### config.mk
export PLATFORM = sky130hd
export DESIGN_NAME = odrl_regs
export DESIGN_NICKNAME = d
export VERILOG_FILES = /design/src/odrl_pkg.sv /design/src/odrl_regs.sv
export SDC_FILE = /design/constraint.sdc
export NUM_CORES = 1
export LEC_CHECK = 0
export BUFFER_PORTS_ARGS = -buffer_cell sky130_fd_sc_hd__buf_2
export CORE_UTILIZATION = 59
export DETAILED_ROUTE_END_ITERATION = 10
export GPL_TIMING_DRIVEN = 0
export HOLD_SLACK_MARGIN = 0.02
export PLACE_DENSITY = 0.89
export SETUP_SLACK_MARGIN = 0.3
export SKIP_CTS_REPAIR_TIMING = 1
export SLEW_MARGIN = 5
export SYNTH_ARGS = -nofsm -noshare
export SYNTH_HDL_FRONTEND = slang
export SYNTH_SLANG_ARGS = --single-unit
### constraint.sdc
create_clock -name clock_in -period 5.3 [get_ports clock_in]
set_clock_uncertainty 0.05 [all_clocks]
set_input_delay 0.53 -clock clock_in [delete_from_list [all_inputs] [get_ports clock_in]]
set_output_delay 0.53 -clock clock_in [all_outputs]
set_load 0.02 [all_outputs]
### src/odrl_pkg.sv
// package: register map, field layout and timing for the output route and level bank
package odrl_pkg;
  localparam int ODRL_ADDR_W = 12;
  // printed offsets are not multiples of four: indices, byte address = 4 * index
  localparam logic [7:0] ODRL_IDX_LCOM_LEVEL = 8'h3A;
  localparam logic [7:0] ODRL_IDX_RSVD_59 = 8'h3B;
  localparam logic [7:0] ODRL_IDX_LPGA_RHP = 8'h3C;
  localparam logic [7:0] ODRL_IDX_LDAC_RHP = 8'h3D;
  localparam logic [7:0] ODRL_IDX_RSVD_62 = 8'h3E;
  localparam logic [7:0] ODRL_IDX_RPGA_RHP = 8'h3F;
  localparam logic [7:0] ODRL_IDX_RDAC_RHP = 8'h40;
  localparam logic [7:0] ODRL_IDX_RHP_LEVEL = 8'h41;
  localparam logic [7:0] ODRL_IDX_RSVD_66 = 8'h42;
  localparam logic [7:0] ODRL_IDX_LPGA_RCOM = 8'h43;
  localparam logic [7:0] ODRL_IDX_FIRST = ODRL_IDX_LCOM_LEVEL;
  localparam int ODRL_NREG = 10;

  // level register layout
  localparam int ODRL_LVL_MSB = 7;
  localparam int ODRL_LVL_LSB = 4;
  localparam int ODRL_MUTE_BIT = 3;
  localparam int ODRL_PDDRV_BIT = 2;
  localparam int ODRL_PEND_BIT = 1;
  localparam int ODRL_PWR_BIT = 0;
  localparam logic [7:0] ODRL_LEVEL_RST = 8'h06;
  localparam logic [7:0] ODRL_LEVEL_WMASK = 8'hFD;
  // route register layout
  localparam int ODRL_EN_BIT = 7;
  localparam int ODRL_VOL_MSB = 6;
  localparam logic [7:0] ODRL_ROUTE_RST = 8'h00;
  localparam logic [7:0] ODRL_RSVD_RST = 8'h00;

  // gain ramp settle time
  localparam int ODRL_CLK_HZ = 40_000_000;
  localparam int ODRL_SETTLE_US = 10;
  localparam int ODRL_SETTLE_CYC = (ODRL_SETTLE_US * (ODRL_CLK_HZ / 1_000_000));

  typedef struct packed {
    logic [3:0] level;
    logic unmute;
    logic pd_hiz;
    logic gain_pending;
    logic power_up;
  } odrl_drv_s;

  typedef struct packed {
    logic enable;
    logic [6:0] volume;
  } odrl_route_s;
endpackage : odrl_pkg

### src/odrl_regs.sv
// module: APB register bank for output routing and driver level control
//
// Chosen here: the APB slave port.
`timescale 1ns/1ps
`default_nettype none
// What this block does
// - level field bits 7-4, 0-9 dB, reset 0
// - bit 3 unmutes, resets muted
// - bit 2 selects high-impedance power-down, resets 1
// - bit 1 read-only gain pending status, resets 1
// - bit 0 fully powers driver, resets 0
// - route bit 7 connects source, resets 0
// - route bits 6-0 volume code, resets 0
// - right headphone routes at 60, 61, 63, 64
// - index 67 routes left gain amp to right common
// - level registers at 58 and 65
module odrl_regs
  import odrl_pkg::*;
#(
  parameter int SETTLE_CYC = ODRL_SETTLE_CYC
) (
  input wire logic clock_in, // 40 MHz clock
  input wire logic rst_n_in, // synchronous reset, active low
  input wire logic psel, // apb select
  input wire logic penable, // apb access phase
  input wire logic pwrite, // apb direction
  input wire logic [ODRL_ADDR_W-1:0] paddr, // apb byte address
  input wire logic [31:0] pwdata, // apb write data
  input wire logic [3:0] pstrb, // apb byte strobes
  output logic pready, // apb ready, always high
  output logic [31:0] prdata, // apb read data
  output logic pslverr, // apb error on unmapped address
  output odrl_drv_s left_common_driver_out, // left common driver settings
  output odrl_drv_s right_headphone_driver_out, // right headphone driver settings
  output odrl_route_s left_input_gain_amp_to_rhp_out, // route 60
  output odrl_route_s left_converter_out_to_rhp_out, // route 61
  output odrl_route_s right_input_gain_amp_to_rhp_out, // route 63
  output odrl_route_s right_converter_out_to_rhp_out, // route 64
  output odrl_route_s left_input_gain_amp_to_rcom_out, // route 67
  output logic right_common_gain_pending_out // right common driver gain change pending
);
  localparam int CW = $clog2(SETTLE_CYC + 1);

  typedef struct packed {
    logic [ODRL_NREG-1:0][7:0] regs;
    logic [2:0][CW-1:0] cnt;
    logic [2:0] pend;
    logic [31:0] rdata;
  } odrl_state_s;

  odrl_state_s s_q, s_d;

  logic [7:0] idx;
  logic [3:0] slot;
  logic mapped, wr_en, rd_en;
  logic [2:0] touch;

  always_comb begin
    idx = paddr[ODRL_ADDR_W-1:2] < 10'h100 ? 8'(paddr[ODRL_ADDR_W-1:2]) : 8'hFF;
    slot = 4'(idx - ODRL_IDX_FIRST);
    mapped = (idx >= ODRL_IDX_FIRST) && (idx <= ODRL_IDX_LPGA_RCOM) && (paddr[1:0] == 2'b00);
    wr_en = psel && penable && pwrite && mapped && pstrb[0];
    // read word is captured in the setup cycle so it stands, registered, in the access cycle
    rd_en = psel && !penable && !pwrite;
    touch = 3'b000;
    s_d = s_q;
    if (wr_en) begin
      if (idx == ODRL_IDX_LCOM_LEVEL || idx == ODRL_IDX_RHP_LEVEL) begin
        // status bit is read-only; keep its stored copy
        s_d.regs[slot] = (pwdata[7:0] & ODRL_LEVEL_WMASK) | (s_q.regs[slot] & ~ODRL_LEVEL_WMASK);
      end else begin
        s_d.regs[slot] = pwdata[7:0];
      end
      // pending: level or route feeding that driver was written
      if (idx == ODRL_IDX_LCOM_LEVEL) touch[0] = 1'b1;
      if (idx == ODRL_IDX_RHP_LEVEL || idx == ODRL_IDX_LPGA_RHP || idx == ODRL_IDX_LDAC_RHP ||
          idx == ODRL_IDX_RPGA_RHP || idx == ODRL_IDX_RDAC_RHP) touch[1] = 1'b1;
      if (idx == ODRL_IDX_LPGA_RCOM) touch[2] = 1'b1;
    end
    for (int i = 0; i < 3; i++) begin
      if (touch[i]) begin
        s_d.pend[i] = 1'b1;
        s_d.cnt[i] = CW'(SETTLE_CYC);
      end else if (s_q.pend[i]) begin
        if (s_q.cnt[i] <= CW'(1)) begin
          s_d.pend[i] = 1'b0;
          s_d.cnt[i] = '0;
        end else begin
          s_d.cnt[i] = s_q.cnt[i] - CW'(1);
        end
      end
    end
    if (rd_en) begin
      s_d.rdata = '0;
      if (mapped) begin
        s_d.rdata[7:0] = s_q.regs[slot];
        if (idx == ODRL_IDX_LCOM_LEVEL) s_d.rdata[ODRL_PEND_BIT] = s_q.pend[0];
        if (idx == ODRL_IDX_RHP_LEVEL) s_d.rdata[ODRL_PEND_BIT] = s_q.pend[1];
      end
    end
    if (!rst_n_in) begin
      for (int i = 0; i < ODRL_NREG; i++) s_d.regs[i] = ODRL_ROUTE_RST;
      s_d.regs[0] = ODRL_LEVEL_RST;
      s_d.regs[7] = ODRL_LEVEL_RST;
      s_d.pend = 3'b111;
      s_d.cnt = '0;
      s_d.rdata = '0;
      s_d.cnt[0] = CW'(SETTLE_CYC);
      s_d.cnt[1] = CW'(SETTLE_CYC);
      s_d.cnt[2] = CW'(SETTLE_CYC);
    end
  end

  always_ff @(posedge clock_in) begin
    s_q <= s_d;
  end

  // read data is registered at the setup edge and stands through the access phase
  assign pready = 1'b1;
  assign pslverr = psel && penable && !mapped;
  assign prdata = s_q.rdata;

  always_comb begin
    left_common_driver_out = odrl_drv_s'(s_q.regs[0]);
    left_common_driver_out.gain_pending = s_q.pend[0];
    right_headphone_driver_out = odrl_drv_s'(s_q.regs[7]);
    right_headphone_driver_out.gain_pending = s_q.pend[1];
  end
  assign left_input_gain_amp_to_rhp_out = odrl_route_s'(s_q.regs[2]);
  assign left_converter_out_to_rhp_out = odrl_route_s'(s_q.regs[3]);
  assign right_input_gain_amp_to_rhp_out = odrl_route_s'(s_q.regs[5]);
  assign right_converter_out_to_rhp_out = odrl_route_s'(s_q.regs[6]);
  assign left_input_gain_amp_to_rcom_out = odrl_route_s'(s_q.regs[9]);
  assign right_common_gain_pending_out = s_q.pend[2];
endmodule : odrl_regs
`default_nettype wire

==> impl_metrics.env <==
export IMPL_place_inst=958
export IMPL_ant_nets=0
export IMPL_viasPerCell=5.72
export IMPL_power_leakage_nw=3.54
export IMPL_worstPathCellList="buf_2 -> nor4bb_1 -> a32o_1 -> buf_2 -> a21oi_1 -> buf_2"
export IMPL_met3WireLength_mm=1.44
export IMPL_peakVddDrop_v=0.000204
export IMPL_vias=5658
export IMPL_relSlewSlack_pct=32.6
export IMPL_worstPathRequired_ns=4.72
export IMPL_start_kind="primary input"
export IMPL_routed_wl_mm=16.6
export IMPL_netlist_area_leader_share_pct=37.9
export IMPL_synth_cell_types=64
export IMPL_async_reset_ff_share_pct=0
export IMPL_portBuffers=81
export IMPL_gp_congestion=0.955
export IMPL_crit_path_top_delay_cell="nor4bb_1"
export IMPL_cts_buffer_depth=2
export IMPL_postLayoutCellArea_sq_um=7420
export IMPL_dp_hpwl_mm=11.3
export IMPL_top_layer="met4"
export IMPL_syn_area_sq_um=6230
export IMPL_most_common_layout_cells="118 x dfxtp_1, 101 x nor2_1, 89 x buf_4"
export IMPL_holdWs_ns=0.381
export IMPL_antenna_cells=0
export IMPL_clkLatencyLatePin_ns=0.53
export IMPL_grt_total_usage_pct=30.6
export IMPL_ys_seq_elements=118
export IMPL_power_density_nw_per_um2=296
export IMPL_hold_viol=0
export IMPL_critical_path_max_stage_delay_ns=0.74
export IMPL_wl_per_cell_um=16.8
export IMPL_worstMarginPinSlew_ns=0.996
export IMPL_cts_clk_slew_worst_paths_ns=0.06
export IMPL_die_w_um=105
export IMPL_avgSynthCellArea_sq_um=8.67
export IMPL_grt_overflow=0
export IMPL_wl_met2_mm=7.84
export IMPL_maxCapViolCount=0
export IMPL_report_final_slew_viol_count=0
export IMPL_grt_max_degree=17
export IMPL_rsz0062_at_grt="no"
export IMPL_fin_crit_sh_pct=51.4
export IMPL_placed_cell_area_sq_um=6890
export IMPL_synth_edff_count=0
export IMPL_setup_viol=0
export IMPL_yosysTopAreaCell="dfxtp_1"
export IMPL_fp_row_count=37
export IMPL_synth_ff_type="dfxtp_1"
export IMPL_final_layout_size_suffix_gt1_share_pct=27.2
export IMPL_io_pins=144
export IMPL_die_area_sq_um=11000
export IMPL_finish_utilization_pct=72.2
export IMPL_grt_pass1_vias=5192
export IMPL_numCtsBuffers=17
export IMPL_synthTopCellsByArea="dfxtp_1 38%, mux2i_1 11%, buf_4 11%, nor2_1 6.1%, nand2_1 2.5%"
export IMPL_path_max_fanout=10
export IMPL_path_class="primary input to output port"
export IMPL_syn_to_final_growth_pct=19.2
export IMPL_hold_class="primary input to flip-flop"
export IMPL_drc=0
export IMPL_nNetsFinal=900
export IMPL_drt_iter0_drc=609
export IMPL_cts_tree="built"
export IMPL_start_util_pct=60.6
export IMPL_seq_area_frac_synth_pct=37.9
export IMPL_cts_root_buf="clkbuf_8"
export IMPL_yosysWarnings=0
export IMPL_tns_ns=0
export IMPL_crit_top_cell="buf_2"
export IMPL_final_common_cell="dfxtp_1"
export IMPL_clock_sinks=118
export IMPL_htreeDepth=4
export IMPL_clock_fmax_mhz=367
export IMPL_design_core_area_sq_um=10300
export IMPL_syn_instance_count=718
export IMPL_wl_met1_mm=6.79
export IMPL_period_minus_slack_ns=2.72
export IMPL_antenna_found_initial=0
export IMPL_worstSetupEndpointType="output port"
export IMPL_final_cells=990
export IMPL_grt_pass1_wl_mm=26.1
export IMPL_worstPathArrival_ns=2.14
export IMPL_first_pass_iters=7
export IMPL_status="completed"
export IMPL_die_h_um=105
report_power, final:
part / switching [mW] / internal (mW) / leakage [nW]
Combinational: 0.144 / 0.0872 / 2.33
Clock: 0.431 / 0.588 / 0.254
Sequential: 0.0283 / 0.915 / 0.955
worst max-delay path, delay by kind of cell:
kind	cells	cell delay, ns
AOI/OAI and AO/OA	2	0.35
buffers and inverters	3	0.52
and+or+nand+nor	1	0.74
Yosys cell counts, drive strengths merged, types with 2 or more instances:
cell type,instances
dfxtp,118
nor2,101
buf,95
mux2i,69
nand2,42
clkbuf,33
nand3,31
o21ai,24
nor3,21
o22ai,16
a21oi,14
a211oi,13
mux2,13
xnor2,12
inv,10
nand2b,10
nand4,9
xor2,8
nor4,7
a22o,6
ha,6
and2,4
nor4b,4
o31ai,4
or3,4
a31oi,3
o21bai,3
and3,2
conb,2
nand3b,2
nor3b,2
o211ai,2
o21a,2
o32a,2
or2,2
or4,2
metal layers:
metal	vias to the layer above	track usage, %
li1	2647	-
met1	2617	37.5
met2	334	50.3
met3	60	7.74
met4	0	13.9
met5	-	0
per-stage QoR:
stage | setup slack (ns) | total power, mW
finish | 2.58 | 2.19
global route | 2.53 | 2.26
CTS | 2.67 | 2.19
detailed placement | 2.25 | 1.18
global placement | 2.27 | 1.18
floorplan | 2.91 | 1.13
path summary, 6_finish.rpt:
kind,start,endpoint,slack [ns],cells past startpoint
max reg2reg,s_q[46],s_q[52],3.13,4
max,paddr[9],pslverr,2.58,6
min,pwdata[0],flip-flop,0.38,3
min reg2reg,prdata[2],prdata[2],0.40,2
layout make-up:
type,instances,area (sq um)
inverters,10,37.5
well taps,136,170
clock inverters,14,103
flip-flops and latches,118,2360
plain buffers,128,828
multi-input cells,485,3080
fillers,769,2860
clock buffers,18,428
repair buffers,81,405
logic make-up after synthesis:
group | Yosys count | synth area share [%]
buffers and inverters | 138 | 13.9
AND/OR/NAND/NOR | 249 | 19.2
flip-flops | 118 | 37.9
other | 2 | 0.121
AO/OA/AOI/OAI | 102 | 11.0
multiplexers | 83 | 13.8
adder cells (fa/ha/maj) | 6 | 1.21
XOR/XNOR | 20 | 2.81
(Power assumes the default switching activity.)
